--- src/verilog/safe_state_pkg.sv ---
// Package: object indices, codes, reset values and mapping constants
package safe_state_pkg;

  // ==========================================================
  // Object dictionary indices (16-bit index space)
  localparam logic [15:0] IDX_OUTPUT_MAP = 16'h1600;
  localparam logic [15:0] IDX_INPUT_MAP = 16'h1a00;
  localparam logic [15:0] IDX_STATUS_MAP = 16'h1a01;
  localparam logic [15:0] IDX_FALLBACK_MODE = 16'h2100;
  localparam logic [15:0] IDX_FALLBACK_PATTERN = 16'h2102;
  localparam logic [15:0] IDX_FACTORY_RESTORE = 16'h2f00;
  localparam logic [15:0] IDX_INPUT_OBJ = 16'h4000;
  localparam logic [15:0] IDX_STATUS_OBJ = 16'h4001;
  localparam logic [15:0] IDX_OUTPUT_OBJ = 16'h5000;

  // Subindices
  localparam logic [7:0] SUB_COUNT = 8'h00;
  localparam logic [7:0] SUB_ENTRY = 8'h01;

  // ==========================================================
  // Mapping entry fields
  localparam int MAP_IDX_LSB = 16;
  localparam int MAP_SUB_LSB = 8;
  localparam int MAP_LEN_LSB = 0;
  localparam logic [7:0] LEN_OUTPUT = 8'h08;
  localparam logic [7:0] LEN_INPUT = 8'h08;
  localparam logic [7:0] LEN_STATUS = 8'h20;
  localparam logic [7:0] MAP_ENTRY_COUNT = 8'h01;
  localparam int STATUS_BYTES = 4;

  // ==========================================================
  // Network state codes
  localparam logic [3:0] NET_INIT = 4'h1;
  localparam logic [3:0] NET_PREOP = 4'h2;
  localparam logic [3:0] NET_BOOT = 4'h3;
  localparam logic [3:0] NET_SAFEOP = 4'h4;
  localparam logic [3:0] NET_OP = 4'h8;

  // ==========================================================
  // Fallback modes
  localparam logic [7:0] MODE_LOW = 8'h00;
  localparam logic [7:0] MODE_HIGH = 8'h01;
  localparam logic [7:0] MODE_HOLD = 8'h02;
  localparam logic [7:0] MODE_PATTERN = 8'h03;

  // Factory restore request codes
  localparam logic [7:0] RESTORE_NONE = 8'h00;
  localparam logic [7:0] RESTORE_REQ = 8'h01;

  // Reset values
  localparam logic [7:0] RST_MODE = MODE_LOW;
  localparam logic [7:0] RST_PATTERN = 8'h00;
  localparam logic [7:0] RST_RESTORE = RESTORE_NONE;

  // Object access answer codes
  localparam logic [1:0] ANS_OK = 2'h0;
  localparam logic [1:0] ANS_NO_OBJ = 2'h1;
  localparam logic [1:0] ANS_READ_ONLY = 2'h2;
  localparam logic [1:0] ANS_BAD_STATE = 2'h3;

endpackage

--- src/verilog/process_image_buf.sv ---
// Shared process image word store with a single writer and whole-word update
module process_image_buf #(
  parameter int WIDTH = 8
) (
  // Clock and reset
  input wire logic mclk,
  input wire logic rst,
  // Master side write
  input wire logic m_wr,
  input wire logic [WIDTH-1:0] m_wdata,
  // Device side read
  output logic [WIDTH-1:0] d_rdata,
  output logic fresh
);

  // ==========================================================
  // Storage
  logic [WIDTH-1:0] mem_r, mem_nxt; // Last complete word from master
  logic fresh_r, fresh_nxt; // At least one word received

  // Whole-word update in one edge; reader never sees a half word
  always_comb begin
    mem_nxt = mem_r;
    fresh_nxt = fresh_r;
    if (m_wr) begin
      mem_nxt = m_wdata;
      fresh_nxt = 1'b1;
    end
  end

  // Register stage, read data comes from this flop
  always_ff @(posedge mclk) begin
    if (rst) begin
      mem_r <= '0;
      fresh_r <= 1'b0;
    end else begin
      mem_r <= mem_nxt;
      fresh_r <= fresh_nxt;
    end
  end

  assign d_rdata = mem_r;
  assign fresh = fresh_r;

endmodule

--- src/verilog/fallback_select.sv ---
// Output multiplexer choosing live data or the fallback value of the selected mode (low, high, held or pattern)
module fallback_select #(
  parameter int WIDTH = 8
) (
  // Selection inputs
  input wire logic operational,
  input wire logic [7:0] mode,
  input wire logic [WIDTH-1:0] pattern,
  input wire logic [WIDTH-1:0] live,
  input wire logic [WIDTH-1:0] held,
  // Chosen value
  output logic [WIDTH-1:0] value
);

  // Pure combinational choice; the caller registers the result
  always_comb begin
    if (operational) begin
      value = live;
    end else begin
      unique case (mode)
        safe_state_pkg::MODE_HIGH: value = '1;
        safe_state_pkg::MODE_HOLD: value = held;
        safe_state_pkg::MODE_PATTERN: value = pattern;
        default: value = '0; // Low, also for codes never stored
      endcase
    end
  end

endmodule

--- src/verilog/output_safe_state_ctrl.sv ---
// Output supervision, safe-state objects and mapping descriptors
module output_safe_state_ctrl #(
  parameter int NOUT = 8,
  parameter int NIN = 8
) (
  // Clock and reset
  input wire logic mclk,
  input wire logic rst,
  // Network state from the state machine
  input wire logic [3:0] net_state,
  // Mailbox object access request
  input wire logic mbx_req,
  input wire logic mbx_wr,
  input wire logic [15:0] mbx_index,
  input wire logic [7:0] mbx_sub,
  input wire logic [31:0] mbx_wdata,
  // Mailbox answer
  output logic mbx_busy,
  output logic mbx_done,
  output logic [1:0] mbx_status,
  output logic [31:0] mbx_rdata,
  // Cyclic process data
  input wire logic pd_out_wr,
  input wire logic [NOUT-1:0] pd_out_data,
  input wire logic [NIN-1:0] din,
  input wire logic [31:0] io_status,
  output logic [NIN-1:0] pd_in_data,
  output logic [31:0] pd_status_data,
  // Pins and restart interface
  output logic [NOUT-1:0] dout,
  output logic restore_pending,
  input wire logic restart,
  output logic restore_now
);

  // ==========================================================
  // Mailbox engine states
  typedef enum logic [2:0] {
    MB_IDLE = 3'b001,
    MB_EXEC = 3'b010,
    MB_DONE = 3'b100
  } mb_state_t;

  // ==========================================================
  // Declarations
  mb_state_t mb_r, mb_nxt; // Mailbox engine state
  logic wr_r, wr_nxt; // Latched request kind
  logic [15:0] idx_r, idx_nxt; // Latched object index
  logic [7:0] sub_r, sub_nxt; // Latched subindex
  logic [7:0] wval_r, wval_nxt; // Latched write byte
  logic [1:0] ans_r, ans_nxt; // Answer code
  logic [31:0] rdat_r, rdat_nxt; // Read answer data
  logic [7:0] mode_r, mode_nxt; // Fallback mode object
  logic [NOUT-1:0] pat_r, pat_nxt; // Fallback pattern object
  logic [7:0] rest_r, rest_nxt; // Factory restore object
  logic [NOUT-1:0] dout_r, dout_nxt; // Output pins
  logic restore_now_r, restore_now_nxt; // Restart-time restore pulse
  logic busy_r, busy_nxt; // Mailbox busy flag for the port
  logic done_r, done_nxt; // Mailbox answer pulse for the port
  logic pend_r, pend_nxt; // Restore request pending for the port
  logic [NIN-1:0] pin_r; // Sampled inputs for image
  logic [31:0] pst_r; // Sampled status word for image
  logic [NOUT-1:0] live; // Latest master output word
  logic [NOUT-1:0] sel; // Chosen output value
  logic is_op; // Network operational
  logic is_preop; // Writes to safe-state objects allowed
  logic [31:0] map_out, map_in, map_st; // Fixed mapping descriptors

  // ==========================================================
  // Network state decode
  assign is_op = (net_state == safe_state_pkg::NET_OP);
  // Safe-state objects only change in pre-operational, so a running
  // network never sees its fallback swapped under it
  assign is_preop = (net_state == safe_state_pkg::NET_PREOP);

  // Mapping words: index high, subindex middle, length low
  assign map_out = {safe_state_pkg::IDX_OUTPUT_OBJ,
                    safe_state_pkg::SUB_ENTRY,
                    safe_state_pkg::LEN_OUTPUT};
  assign map_in = {safe_state_pkg::IDX_INPUT_OBJ,
                   safe_state_pkg::SUB_ENTRY,
                   safe_state_pkg::LEN_INPUT};
  assign map_st = {safe_state_pkg::IDX_STATUS_OBJ,
                   safe_state_pkg::SUB_ENTRY,
                   safe_state_pkg::LEN_STATUS};

  // ==========================================================
  // Shared output buffer from the master
  process_image_buf #(
    .WIDTH(NOUT)
  ) u_outbuf (
    .mclk(mclk),
    .rst(rst),
    .m_wr(pd_out_wr),
    .m_wdata(pd_out_data),
    .d_rdata(live),
    .fresh()
  );

  // Output value selection
  fallback_select #(
    .WIDTH(NOUT)
  ) u_sel (
    .operational(is_op),
    .mode(mode_r),
    .pattern(pat_r),
    .live(live),
    .held(dout_r),
    .value(sel)
  );

  // ==========================================================
  // Mailbox engine next state; one request runs to its answer
  // before another is accepted, so object writes never interleave
  always_comb begin
    mb_nxt = mb_r;
    wr_nxt = wr_r;
    idx_nxt = idx_r;
    sub_nxt = sub_r;
    wval_nxt = wval_r;
    ans_nxt = ans_r;
    rdat_nxt = rdat_r;
    mode_nxt = mode_r;
    pat_nxt = pat_r;
    rest_nxt = rest_r;
    // Restart consumes a pending restore; a write landing in the
    // same cycle comes later in this process, so the new request wins
    if (restart) begin
      rest_nxt = safe_state_pkg::RST_RESTORE;
    end
    unique case (mb_r)
      MB_IDLE: begin
        // Latch the whole request; later bus changes cannot disturb it
        if (mbx_req) begin
          wr_nxt = mbx_wr;
          idx_nxt = mbx_index;
          sub_nxt = mbx_sub;
          wval_nxt = mbx_wdata[7:0];
          mb_nxt = MB_EXEC;
        end
      end
      MB_EXEC: begin
        // Decode and answer in a single cycle
        ans_nxt = safe_state_pkg::ANS_OK;
        rdat_nxt = '0;
        mb_nxt = MB_DONE;
        unique case (idx_r)
          // Fixed mapping descriptors refuse every write
          safe_state_pkg::IDX_OUTPUT_MAP,
          safe_state_pkg::IDX_INPUT_MAP,
          safe_state_pkg::IDX_STATUS_MAP: begin
            if (wr_r) begin
              ans_nxt = safe_state_pkg::ANS_READ_ONLY;
            end else if (sub_r == safe_state_pkg::SUB_COUNT) begin
              rdat_nxt = {24'h0, safe_state_pkg::MAP_ENTRY_COUNT};
            end else if (sub_r != safe_state_pkg::SUB_ENTRY) begin
              ans_nxt = safe_state_pkg::ANS_NO_OBJ;
            end else if (idx_r == safe_state_pkg::IDX_OUTPUT_MAP) begin
              rdat_nxt = map_out;
            end else if (idx_r == safe_state_pkg::IDX_INPUT_MAP) begin
              rdat_nxt = map_in;
            end else begin
              rdat_nxt = map_st;
            end
          end
          // Mode object; reads ignore the subindex
          safe_state_pkg::IDX_FALLBACK_MODE: begin
            if (!wr_r) begin
              rdat_nxt = {24'h0, mode_r};
            end else if (!is_preop) begin
              ans_nxt = safe_state_pkg::ANS_BAD_STATE;
            end else if (wval_r > safe_state_pkg::MODE_PATTERN) begin
              ans_nxt = safe_state_pkg::ANS_NO_OBJ; // Unknown mode refused
            end else begin
              mode_nxt = wval_r;
            end
          end
          // Pattern object with its own read-only entry count
          safe_state_pkg::IDX_FALLBACK_PATTERN: begin
            if (sub_r == safe_state_pkg::SUB_COUNT) begin
              if (wr_r) ans_nxt = safe_state_pkg::ANS_READ_ONLY;
              else rdat_nxt = 32'h0000_0001;
            end else if (sub_r != safe_state_pkg::SUB_ENTRY) begin
              ans_nxt = safe_state_pkg::ANS_NO_OBJ;
            end else if (!wr_r) begin
              rdat_nxt = 32'(pat_r);
            end else if (!is_preop) begin
              ans_nxt = safe_state_pkg::ANS_BAD_STATE;
            end else begin
              pat_nxt = wval_r[NOUT-1:0];
            end
          end
          // Restore object; the request waits for the next restart
          safe_state_pkg::IDX_FACTORY_RESTORE: begin
            if (!wr_r) begin
              rdat_nxt = {24'h0, rest_r};
            end else if (wval_r > safe_state_pkg::RESTORE_REQ) begin
              ans_nxt = safe_state_pkg::ANS_NO_OBJ; // Reserved code
            end else begin
              rest_nxt = wval_r; // Only stored here
            end
          end
          // Anything else is not an object of this block
          default: ans_nxt = safe_state_pkg::ANS_NO_OBJ;
        endcase
      end
      // Answer shown for exactly one cycle, then back to idle
      MB_DONE: mb_nxt = MB_IDLE;
      default: mb_nxt = MB_IDLE;
    endcase
    // Handshake flags are registered so the ports come from flops
    busy_nxt = (mb_nxt != MB_IDLE);
    done_nxt = (mb_nxt == MB_DONE);
    pend_nxt = (rest_nxt == safe_state_pkg::RESTORE_REQ);
  end

  // Mailbox and object registers
  always_ff @(posedge mclk) begin
    if (rst) begin
      mb_r <= MB_IDLE;
      wr_r <= 1'b0;
      idx_r <= '0;
      sub_r <= '0;
      wval_r <= '0;
      ans_r <= safe_state_pkg::ANS_OK;
      rdat_r <= '0;
      mode_r <= safe_state_pkg::RST_MODE;
      pat_r <= safe_state_pkg::RST_PATTERN[NOUT-1:0];
      rest_r <= safe_state_pkg::RST_RESTORE;
      busy_r <= 1'b0;
      done_r <= 1'b0;
      pend_r <= 1'b0;
    end else begin
      mb_r <= mb_nxt;
      wr_r <= wr_nxt;
      idx_r <= idx_nxt;
      sub_r <= sub_nxt;
      wval_r <= wval_nxt;
      ans_r <= ans_nxt;
      rdat_r <= rdat_nxt;
      mode_r <= mode_nxt;
      pat_r <= pat_nxt;
      rest_r <= rest_nxt;
      busy_r <= busy_nxt;
      done_r <= done_nxt;
      pend_r <= pend_nxt;
    end
  end

  // ==========================================================
  // Output pins and restart pulse next values
  always_comb begin
    dout_nxt = sel;
    restore_now_nxt = restart &&
      (rest_r == safe_state_pkg::RESTORE_REQ);
  end

  // Output and input image registers
  // Inputs are taken at one edge, so the image never mixes two samples;
  // pins are not filtered here, a glitch on a pin is passed on
  always_ff @(posedge mclk) begin
    if (rst) begin
      dout_r <= '0; // Safe low out of reset; stays low until operational or a non-low mode is written
      restore_now_r <= 1'b0;
      pin_r <= '0;
      pst_r <= '0;
    end else begin
      dout_r <= dout_nxt;
      restore_now_r <= restore_now_nxt;
      pin_r <= din;
      pst_r <= io_status; // Four-byte status in image
    end
  end

  // ==========================================================
  // Ports straight from flip-flops
  assign dout = dout_r;
  assign restore_now = restore_now_r;
  assign restore_pending = pend_r;
  assign pd_in_data = pin_r;
  assign pd_status_data = pst_r;
  assign mbx_busy = busy_r;
  assign mbx_done = done_r;
  assign mbx_status = ans_r;
  assign mbx_rdata = rdat_r;

endmodule

--- config.mk ---
export PLATFORM = sky130hd
export DESIGN_NAME = output_safe_state_ctrl
export DESIGN_NICKNAME = d
export VERILOG_FILES = /design/src/verilog/safe_state_pkg.sv /design/src/verilog/process_image_buf.sv /design/src/verilog/fallback_select.sv /design/src/verilog/output_safe_state_ctrl.sv
export SDC_FILE = /design/constraint.sdc
export NUM_CORES = 1
export LEC_CHECK = 0
export BUFFER_PORTS_ARGS = -buffer_cell sky130_fd_sc_hd__buf_4
export CORE_MARGIN = 10
export CORE_UTILIZATION = 44
export DETAILED_ROUTE_END_ITERATION = 7
export PLACE_DENSITY = 0.8
export SETUP_SLACK_MARGIN = 0.4
export SLEW_MARGIN = 10
export SYNTH_ARGS = -nofsm -noshare
export SYNTH_HDL_FRONTEND = slang
export SYNTH_HIERARCHICAL = 1
export SYNTH_SLANG_ARGS = --single-unit
--- constraint.sdc ---
create_clock -name mclk -period 2.1 [get_ports mclk]
set_input_delay 0.42 -clock mclk [delete_from_list [all_inputs] [get_ports mclk]]
set_output_delay 0.42 -clock mclk [all_outputs]
set_load 0.02 [all_outputs]
======== Yosys cells after proc, flatten, opt, wreduce, memory -nomap -nowiden ========
Index checks and enable logic that the tools add are counted.
storage, ports and cells
  latch bits .............................. 0
  memories kept ........................... 0
  RAM bits ................................ 0
  output and inout port bits .............. 86
  input port bits ......................... 114
  bits in read-only memories .............. 0
  register bits ........................... 154
operators by class
  $mul .................................... 0
  div/mod/pow operators ................... 0
  shifts and indexed selects .............. 0
  add/subtract/negate cells ............... 0
  reductions and logical operators ........ 6
  mux-type cells .......................... 35
  magnitude comparators ................... 2
  bitwise operators ....................... 3
  equality and inequality tests ........... 19
operators with widths
  kind                  count
  $pmux 32 s4           1
  $mux 31               3
  $mux 8                10
  $eq 16x13->1 const B  3
  $eq 16x14->1 const B  3
  $mux 32               1
  $mux 29               1
  $eq 8x1->1 const B    3
  $pmux 8 s3            1
  $mux 17               1
  $eq 8x2->1 const B    2
  $mux 2                8
  $gt 8x1->1 const B    1
  $gt 8x2->1 const B    1
  $logic_not 8->1       1
  $ne 8x1->1 const B    1
  $pmux 2 s4            1
  $mux 1                6
  $pmux 3 s2            1
  $reduce_and 6->1      1
  $reduce_and 5->1      1
  $eq 4x2->1 const B    1
  $eq 4x4->1 const B    1
  $eq 3x1->1 const B    1
  9 further kinds       11

======== Logic depth before layout (Yosys ltp) ========
Gate-level depths: netlist of the first run.
  depth in word-level cells ............... 7
  mapped depth ............................ 6
  gate-level depth less buffers ........... 5

======== By module ========
The synthesis of the first run kept the hierarchy.
modules (own cells, without submodules)
  module                  area each (um^2)  instances  seq. area each (um^2)  cells an instance
  output_safe_state_ctrl  4613.2            1          2502.4                 495
  fallback_select         321.6             1          0.0                    39
  process_image_buf       312.8             1          180.2                  29

======== Worst setup path after synthesis of the first run ========
OpenSTA, ideal clock, no wires.
  path kind ............................... input -> register
  start ................................... in net_state[0]
  end ..................................... reg pat_r[0]
  data required time ...................... 1972 ps
  data arrival time ....................... 1877 ps
  slack ................................... 96 ps
  path buffers ............................ 0
  cell stages on the path ................. 5
  path through ............................ nor4b_1 > nand3_1 > nor4_4 > mux2i_1 > nor2_1
between the ends
  word-level cells in the longest chain between the ends .. 2
RTL lines
  what                               RTL line                       source
  start, declared                    output_safe_state_ctrl.sv:10   input wire logic [3:0] net_state,
  $eq 4x2->1                         output_safe_state_ctrl.sv:74   assign is_preop = (net_state == safe_state_pkg::NET_PREOP);
  $reduce_and 6->1 (no source line)  -
  end signal, assigned               output_safe_state_ctrl.sv:228  pat_r <= safe_state_pkg::RST_PATTERN[NOUT-1:0];
  end signal, assigned               output_safe_state_ctrl.sv:242  pat_r <= pat_nxt;
  end, declared                      output_safe_state_ctrl.sv:54   logic [NOUT-1:0] pat_r, pat_nxt;
No other way between the ends.
A chain may end at the register's enable or synchronous reset.

======== Worst setup path after layout of the first run ========
  start ................................... reg idx_r[2]
  end ..................................... reg rest_r[0]
between the ends
  word-level cells in the longest chain between the ends .. 3
RTL lines
  what                    RTL line                       source
  start, declared         output_safe_state_ctrl.sv:48   logic [15:0] idx_r, idx_nxt;
  start signal, assigned  output_safe_state_ctrl.sv:236  idx_r <= idx_nxt;
  $eq 16x14->1            output_safe_state_ctrl.sv:147  unique case (idx_r)
  $mux 8                  output_safe_state_ctrl.sv:147
  $mux 8                  output_safe_state_ctrl.sv:131  unique case (mb_r)
  end signal, assigned    output_safe_state_ctrl.sv:229  rest_r <= safe_state_pkg::RST_RESTORE;
  end signal, assigned    output_safe_state_ctrl.sv:243  rest_r <= rest_nxt;
  end, declared           output_safe_state_ctrl.sv:55   logic [7:0] rest_r, rest_nxt;
No other way between the ends.

==> key figures, run 1 <==
Worst setup path
  • Reg2Reg Depth: 7
  • Worst-case register-to-register setup slack: 330 ps
  • Critical path data arrival time: 2070 ps
  • Endpoint class of the critical path: register
  • CP Launch Point: idx_r[2]$_SDFFE_PP0P_
  • CP Class: register to register
  • CP max FO: 7
  • Worst Setup EP: rest_r[0]$_SDFF_PP0_
  • Worst R2R Start: idx_r[2]$_SDFFE_PP0P_
  • Reg2reg end: rest_r[0]$_SDFF_PP0_
  • Crit path launch type: register
  • Worst EP required: 2400 ps

Power
  • Sw frac: 0.2305
  • Pleak: 3.200 nW
  • Combinational share of power: 0.100
  • PwrDens: 862.3 nW/um^2
  • Sequential Power Share: 0.421
  • Power Internal: 4.945 mW
  • Worst vdd ir: 0.6432 mV
  • Clock group share of total power: 0.479
  • Total power draw: 6.426 mW
  • Psw: 1.481 mW

Flow run
  • Max Cap Viol: 0

Routing
  • DR iter-0 viols: 299
  • Final ANT Viol Nets: 0
  • DRC violations left: 0
  • Avg WL per Cell: 16.30 um
  • Initial DRT Pass Iterations: 5
  • Vias: 4574
  • Vias/cell: 5.168
  • Final WL: 14420 um

STA
  • Worst Tran Pin Value: 561.1 ps
  • Final cycle utilization of the critical path: 0.8417
  • Max Clock Skew: 5.752 ps
  • Setup violators final: 0
  • Max-slew headroom: 0.6254
  • Setup slack after layout: 332.4 ps
  • RSZ-0062 raised after global routing: yes
  • Tmin final: 1768 ps
  • Max Slew Vio Count: 0
  • Setup Total Neg Slack: 0 ps
  • Fin. Hold Viols: 0
  • Hold WS: 218.3 ps
  • Achievable Freq: 565.7 MHz

Cells and area
  • Nets: 843
  • Ant diodes: 0
  • Fillers: 946
  • Max reg flops: 32
  • Share of cells above drive strength 1: 0.3666
  • Area growth from synthesis to layout: 42.76%

Status
  • Status: finished clean

Synth
  • Post-Syn Instances: 560
  • Mapped Area: 5220 sq um
  • Syn avg cell area: 9.321 sq um
  • Ys Warns: 6

Global routing
  • Pin count of the biggest net entering global routing: 47
  • Global route hottest layer: met2
  • GRT Residual Overflow: 0
  • GR Util met3: 0.06530
  • GR met2 Demand/Resource: 0.2755
  • Global-route track usage on met1: 0.1916
  • Initial antenna violation count: 0
  • First-pass GRT wire length: 22360 um
  • Vias in the first global route: 4560
  • Total GRT Usage: 0.1673

Clock network
  • Clock-pin slew on the worst setup and hold paths: 50 ps
  • Root buf cell: clkbuf_16
  • Num Clock Sinks: 133
  • Clock Latency Late Sink: 410 ps
  • CTS tree: yes
  • Longest Clk Path Bufs: 2
  • Clock H-tree levels: 4
  • Total CTS buffers: 17
  • Hold buffers post-CTS: 0

Hold path
  • Hold Crit Class: primary input to register

Floorplanning
  • Die W: 128.9 um
  • Die ar.: 16620 sq um
  • Die height: 128.9 um
  • FP Rows: 39
  • Starting Density: 0.4533
  • I/O pins: 200
  • Core Area: 11520 sq um

Place
  • I/O Buffers: 155
  • DP Wirelength: 10750 um
  • Place WS: 183.6 ps
  • Placer Congestion: 0.9424
## metal layers
layer | up-vias | wire length (um)
li1 | 2237 | -
met1 | 2130 | 6030
met2 | 191 | 6980
met3 | 16 | 1211
met4 | 0 | 201
met5 | - | 0
## layout make-up
class,count,area [sq um],area share
tap,143,178.9,0.02401
clock inverter,12,177.7,0.02384
multi-input combinational,388,2554,0.3427
sequential,133,2671,0.3585
timing repair buffer,183,1401,0.1880
inverter,6,22.52,0.003022
clock buffer,20,446.7,0.05994
## metrics by stage
stage                     utilization  cell area, sq um  std cells
after floorplan                     -              5355        579
after global placement         0.5707              6573        845
after detailed placement       0.5707              6573        845
after CTS                      0.6316              7273        881
after global routing           0.6471              7452        885
final                          0.6471              7452        885
## power by group through the flow
stage / sequential (mW) / combinational, mW / clock (mW)
finish: 2.70 / 0.646 / 3.08
global route: 2.71 / 0.705 / 3.25
CTS: 2.70 / 0.629 / 3.14
detailed placement: 2.75 / 0.618 / 0
global placement: 2.74 / 0.605 / 0
floorplan: 2.78 / 0.324 / 0
## layout by cell type (no fill, tap or decap), types with 13 or more instances in the layout
master,count
dfxtp_1,126
clkbuf_16,17
nand2_1,88
nor2b_1,49
nor2_1,30
buf_4,178
a21oi_1,53
and2_1,13
conb_1,20
mux2i_1,18
## what timing repair did
item	CTS	global route
pin swaps	3	18
gates resized for setup	11	38
setup buffers	4	4
endpoints found under the setup margin	35	36
## how the worst min path moves through the flow
| stage | endpoint | cells after the start | startpoint | slack [ps] |
|---|---|---|---|---|
| after global placement | sub_r[2]$_SDFFE_PP0P_ | 2 | sub_r[2]$_SDFFE_PP0P_ | 440 |
| after global routing | pd_status_data[21]$_SDFF_PP0_ | 2 | io_status[21] | 200 |
| after CTS | rest_r[3]$_SDFF_PP0_ | 2 | restart | 180 |
| after floorplan | mode_r[5]$_SDFFE_PP0P_ | 2 | mode_r[5]$_SDFFE_PP0P_ | 440 |
| after detailed placement | mbx_rdata[28]$_SDFFE_PP0N_ | 2 | mbx_rdata[28]$_SDFFE_PP0N_ | 450 |
| final | pd_status_data[7]$_SDFF_PP0_ | 2 | io_status[7] | 220 |
## critical path, cell delays in order, from the launching register on
cell,delay (ps)
dfxtp_2,330
nor4_4,310
buf_4,210
nand4_1,160
nor4_4,310
buf_4,180
or3b_4,110
a21oi_2,40
No activity file was read; power rests on OpenSTA's default activity.
==> run 2, diff against run 1 <==
clock period = 1.6 ns   (was 2.1 ns; I/O delays follow)
==> run 2 against run 1 <==
The flow now finishes with violations (negative setup slack). Clock power rose by 19%. Setup slack lost 730 ps. Sequential power increased by 32%. Cell count grew 6.7%. Combinational power rose by 110%. Register-to-register slack worse by 730 ps. Sequential share of layout area shrank 5.2 points. First-iteration DRC count is 38% higher. Critical path depth increased by 2. Cell area grew 20%. Critical path type unchanged. Largest power group unchanged. Highest routed layer unchanged.
==> key figures, run 2 (synthesis gave the netlist of run 1 again) <==
Place
  • Placer Congestion: 0.9129 (-3.1%)
  • Placed cells: 882 (+4.4%)
  • Place WS: -434.5 ps (-618.1 ps)
  • I/O Buffers: 155 (unchanged)
  • DP Wirelength: 11230 um (+4.5%)

Global routing
  • First-pass GRT wire length: 25540 um (+14%)
  • GRT Residual Overflow: 0 (unchanged)
  • Total GRT Usage: 0.1924 (+0.02514)
  • Initial antenna violation count: 0 (unchanged)
  • Pin count of the biggest net entering global routing: 60 (+28%)
  • Vias in the first global route: 5211 (+14%)

STA
  • Setup slack after layout: -402.0 ps (-734.4 ps)
  • Tmin final: 2002 ps (+234.4 ps)
  • Max Clock Skew: 6.983 ps (+1.230 ps)
  • Final cycle utilization of the critical path: 1.251 (+0.4095)
  • Worst Tran Pin Value: 592.9 ps (+31.77 ps)
  • Setup violators final: 38 (+38)
  • RSZ-0062 raised after global routing: yes
  • Achievable Freq: 499.5 MHz (-12%)
  • Max-slew headroom: 0.6042 (-0.02121)
  • Fin. Hold Viols: 0 (unchanged)
  • Setup Total Neg Slack: -7501 ps (-7501 ps)
  • Max Slew Vio Count: 0 (unchanged)

Worst setup path
  • CP Class: register to register
  • Cell mode on critical path: buf_4
  • Endpoint class of the critical path: register
  • Slowest cell on crit path: nor4_4
  • Worst EP required: 1950 ps (-450 ps)
  • CP max FO: 7 (unchanged)
  • Top delay family on crit path: simple AND/OR/NAND/NOR gates
  • Crit path launch type: register
  • Worst path bufs/invs: 4 (+2)
  • Critical path data arrival time: 2350 ps (+280 ps)
  • Critical Path Max Stage Delay: 380 ps (+50 ps)
  • Worst-path cell chain: nor4_4, buf_4, nand4_1, buf_6, buf_4, nor4_4, buf_4, a21oi_1, nor2_1

Clock network
  • Num Clock Sinks: 133 (unchanged)
  • Clock Latency Late Sink: 420 ps (about the same)
  • Total CTS buffers: 17 (unchanged)
  • Clock-pin slew on the worst setup and hold paths: 60 ps (about the same)
  • CTS tree: yes
  • Longest Clk Path Bufs: 2 (unchanged)
  • Root buf cell: clkbuf_16
  • Clock H-tree levels: 4 (unchanged)

Cells and area
  • Max reg flops: 32 (unchanged)
  • Leading cell type in the layout, fill and taps excluded: buf_4
  • Sequential Area: 2746 sq um (+2.8%)
  • Area growth from synthesis to layout: 71.74%
  • Nets: 903 (+7.1%)
  • Ant diodes: 0 (unchanged)
  • Fillers: 670 (-29%)
  • Non-filler cells, final: 944 (+6.7%)
  • Most frequent cells in the layout: buf_4, buf_6, dfxtp_1, dfxtp_2, nand2_1
  • Share of cells above drive strength 1: 0.5993 (+0.2327)
  • Multi-input logic area: 3174 sq um (+24%)

Status
  • Status: finished, violations left
  • Failing checks: negative setup slack

Floorplanning
  • Die height: 128.9 um (unchanged)
  • FP Rows: 39 (unchanged)
  • Die W: 128.9 um (unchanged)
  • Starting Density: 0.4533 (unchanged)
  • Die ar.: 16620 sq um (unchanged)
  • I/O pins: 200 (unchanged)
  • Core Area: 11520 sq um (unchanged)

Power
  • PwrDens: 958.0 nW/um^2 (+11%)
  • Pleak: 3.890 nW (+22%)
  • Combinational share of power: 0.160 (+0.060)
  • Sequential Power Share: 0.414 (-0.007)
  • Psw: 2.217 mW (+50%)
  • Power Internal: 6.372 mW (+29%)
  • Worst vdd ir: 0.9823 mV (+53%)
  • Sw frac: 0.2581 (+0.02760)
  • Clock group share of total power: 0.426 (-0.053)

Routing
  • DRC violations left: 0 (unchanged)
  • Vias/cell: 5.476 (+5.9%)
  • DR iter-0 viols: 412 (+38%)
  • Vias: 5169 (+13%)
  • Final ANT Viol Nets: 0 (unchanged)
  • Avg WL per Cell: 20.50 um (+26%)
  • Final WL: 19350 um (+34%)
  • Initial DRT Pass Iterations: 5 (unchanged)

Flow run
  • Max Cap Viol: 0 (unchanged)

Hold path
  • Hold Crit Class: primary input to register
[run 2: cell count changes in the layout (fill, tap and decap cells not counted), sizes merged]
cell | previous run | this run
clkbuf | 20 | 23
clkinv | 3 | 4
clkinvlp | 4 | 3
buf | 183 | 242
inv | 7 | 6
bufinv | 4 | 1
bufbuf | 0 | 1
[run 2: final cells by class]
type | count | area share
repair buffers | 243 | 0.2553
multi-input cells | 388 | 0.3541
flip-flops and latches | 133 | 0.3063
clock inverters | 8 | 0.008514
inverters | 6 | 0.002512
well taps | 143 | 0.01996
clock buffers | 23 | 0.05331
[run 2: path summary, 6_finish.rpt]
path / from / endpoint / slack, ps / cells past startpoint
worst max-delay path: idx_r[15]$_SDFFE_PP0P_ / mbx_rdata[8]$_SDFFE_PP0N_ / -400 / 9
worst min-delay path: io_status[17] / pd_status_data[17]$_SDFF_PP0_ / 110 / 2
worst max register to register: idx_r[15]$_SDFFE_PP0P_ / mbx_rdata[8]$_SDFFE_PP0N_ / -400 / 9
worst min register to register: mbx_rdata[5]$_SDFFE_PP0N_ / mbx_rdata[5]$_SDFFE_PP0N_ / 460 / 2
[run 2: per-layer routing]
layer / track usage / vias to the layer above / share of wire
met1: 0.2035 / 2474 / 0.36
met5: 0 / - / 0
li1: - / 2350 / -
met3: 0.07187 / 63 / 0.083
met2: 0.3310 / 282 / 0.52
met4: 0.09699 / 0 / 0.035
[run 2: timing repair]
item                                    in CTS  in global routing
resized for setup                           91                230
endpoints found under the setup margin     106                143
hold buffers                                 0                  0
gates cloned                                 7                  0
pin swaps                                   16                 73
setup buffers                               10                 14
[run 2: through the flow]
stage / hold WS, ps / utilization / instance area, sq um / total power [mW]
global placement: 441.4 / 0.5997 / 6907 / 4.499
finish: 110.1 / 0.7785 / 8965 / 8.588
detailed placement: 446.5 / 0.5997 / 6907 / 4.527
global route: 101.0 / 0.7785 / 8965 / 8.857
floorplan: 398.7 / - / 5410 / 4.090
CTS: 106.7 / 0.6983 / 8041 / 8.304
[run 2: power groups by stage]
stage | combinational (mW) | sequential [mW] | clock [mW]
floorplan | 0.440 | 3.65 | 0
global placement | 0.914 | 3.59 | 0
detailed placement | 0.934 | 3.59 | 0
CTS | 1.12 | 3.53 | 3.65
global route | 1.44 | 3.57 | 3.85
finish | 1.37 | 3.56 | 3.66
==> run 3, diff against run 2 <==
CORE_UTILIZATION = 45   (was 44)
PLACE_DENSITY = 0.78   (was 0.8)
clock period = 2.2 ns   (was 1.6 ns; I/O delays follow)
==> run 3 against run 2 <==
The run now ends clean. Non-clock buffer count decreased by 63. Cell count decreased by 6.7%. Largest cell class is now sequential cells. Sequential share of layout area increased by 5.9 points. Flip-flop and latch count unchanged. Critical path type unchanged.
==> key figures, run 3 (synthesis gave the netlist of run 1 again) <==
Status
  • Status: finished clean

Place
  • DP Wirelength: 10550 um (-6.1%)
  • Place WS: 171.8 ps (+606.3 ps)
  • Placer Congestion: 0.8428 (-7.7%)
  • I/O Buffers: 155 (unchanged)

Power
  • Worst vdd ir: 0.4999 mV (-49%)
  • Pleak: 3.092 nW (-21%)
  • PwrDens: 823.1 nW/um^2 (-14%)

STA
  • RSZ-0062 raised after global routing: yes
  • Worst Tran Pin Value: 572.4 ps (-20.49 ps)
  • Max-slew headroom: 0.6170 (+0.01279)
  • Final cycle utilization of the critical path: 0.8573 (-0.3940)
  • Setup violators final: 0 (-100%)
  • Fin. Hold Viols: 0 (unchanged)
  • Tmin final: 1886 ps (-116.0 ps)
  • Achievable Freq: 530.2 MHz (+6.1%)
  • Setup Total Neg Slack: 0 ps (+7501 ps)
  • Max Clock Skew: 7.736 ps (+0.7532 ps)
  • Setup slack after layout: 314.0 ps (+716.0 ps)
  • Max Slew Vio Count: 0 (unchanged)

Cells and area
  • Nets: 840 (-7.0%)
  • Max reg flops: 32 (unchanged)
  • Most frequent cells in the layout: buf_4, dfxtp_1, nand2_1, a21oi_1, nor2b_1
  • Ant diodes: 0 (unchanged)
  • Leading cell type in the layout, fill and taps excluded: buf_4
  • Area growth from synthesis to layout: 39.81%
  • Share of cells above drive strength 1: 0.3360 (-0.2632)

Floorplanning
  • Die height: 127.7 um (-0.94%)
  • I/O pins: 200 (unchanged)
  • FP Rows: 39 (unchanged)
  • Die ar.: 16310 sq um (-1.9%)
  • Die W: 127.7 um (-0.94%)
  • Starting Density: 0.4591 (+0.005836)
  • Core Area: 11370 sq um (-1.3%)

Worst setup path
  • Worst path bufs/invs: 1 (-3)
  • Top delay family on crit path: simple AND/OR/NAND/NOR gates
  • Worst-path cell chain: nor4b_1, nand4_1, buf_4, nor4_1, a221oi_1, o21ai_1
  • CP Class: register to register
  • Critical Path Max Stage Delay: 460 ps (+80 ps)
  • Critical path data arrival time: 2240 ps (-110 ps)
  • Crit path launch type: register
  • Endpoint class of the critical path: register
  • Slowest cell on crit path: nor4b_1
  • CP max FO: 8 (+1)
  • Worst EP required: 2550 ps (+600 ps)

Clock network
  • Num Clock Sinks: 133 (unchanged)
  • Clock-pin slew on the worst setup and hold paths: 60 ps (about the same)
  • Longest Clk Path Bufs: 2 (unchanged)
  • Root buf cell: clkbuf_16
  • Clock H-tree levels: 4 (unchanged)
  • CTS tree: yes
  • Hold buffers post-CTS: 0 (unchanged)
  • Total CTS buffers: 17 (unchanged)
  • Clock Latency Late Sink: 420 ps (about the same)

Global routing
  • First-pass GRT wire length: 22810 um (-11%)
  • Initial antenna violation count: 0 (unchanged)
  • Total GRT Usage: 0.1727 (-0.01968)
  • Pin count of the biggest net entering global routing: 36 (-40%)
  • Vias in the first global route: 4608 (-12%)
  • GRT Residual Overflow: 0 (unchanged)

Routing
  • Final ANT Viol Nets: 0 (unchanged)
  • DRC violations left: 0 (unchanged)
  • Avg WL per Cell: 16.21 um (-21%)
  • Vias: 4469 (-14%)
  • Final WL: 14280 um (-26%)
  • Initial DRT Pass Iterations: 4 (-1)
  • DR iter-0 viols: 257 (-38%)
  • Vias/cell: 5.073 (-7.4%)

Flow run
  • Max Cap Viol: 0 (unchanged)

Hold path
  • Hold Crit Class: primary input to register
-- run 3: final timing paths --
kind / startpoint / endpoint / slack, ps / depth (start not counted)
setup reg to reg: idx_r[13]$_SDFFE_PP0P_ / mbx_rdata[0]$_SDFFE_PP0N_ / 310 / 6
setup / recovery: idx_r[13]$_SDFFE_PP0P_ / mbx_rdata[0]$_SDFFE_PP0N_ / 310 / 6
hold reg to reg: mbx_rdata[5]$_SDFFE_PP0N_ / mbx_rdata[5]$_SDFFE_PP0N_ / 460 / 2
hold / removal: restart / rest_r[3]$_SDFF_PP0_ / 210 / 2
-- run 3: cell type report --
| type | instances | area (sq um) |
|---|---|---|
| Clock buffer | 24 | 501.7 |
| Clock inverter | 7 | 95.09 |
| Fill cell | 947 | 4071 |
| Inverter | 6 | 22.52 |
| Multi-Input combinational cell | 388 | 2466 |
| Sequential cell | 133 | 2666 |
| Tap cell | 143 | 178.9 |
| Timing Repair Buffer | 180 | 1368 |
-- run 3: power by group --
group / internal [mW] / switching, mW
Clock: 1.81 / 1.01
Sequential: 2.50 / 0.0688
Combinational: 0.290 / 0.327
Total: 4.60 / 1.40
-- run 3: repair_timing --
action                                  4_1_cts  5_1_grt
endpoints found under the hold margin         0        0
endpoints found under the setup margin       30       36
resized for setup                             8       18
pin swaps                                     2       13
buffers inserted                              2        5
-- run 3: layer usage --
| layer | routed length (um) | track usage |
|---|---|---|
| met3 | 814 | 0.06121 |
| met1 | 6163 | 0.1987 |
| met2 | 7107 | 0.2874 |
| met5 | 0 | 0 |
| met4 | 195 | 0.06821 |
-- run 3: metrics by stage --
step	utilization	power [mW]	std cells	area, sq um	hold slack, ps
after detailed placement	0.5753	3.205	843	6541	449.3
after floorplan	-	2.962	579	5343	435.3
after CTS	0.6324	6.037	876	7191	191.2
after global routing	0.6419	6.238	881	7298	202.8
final	0.6419	6.008	881	7298	209.6
after global placement	0.5753	3.188	843	6541	442.9
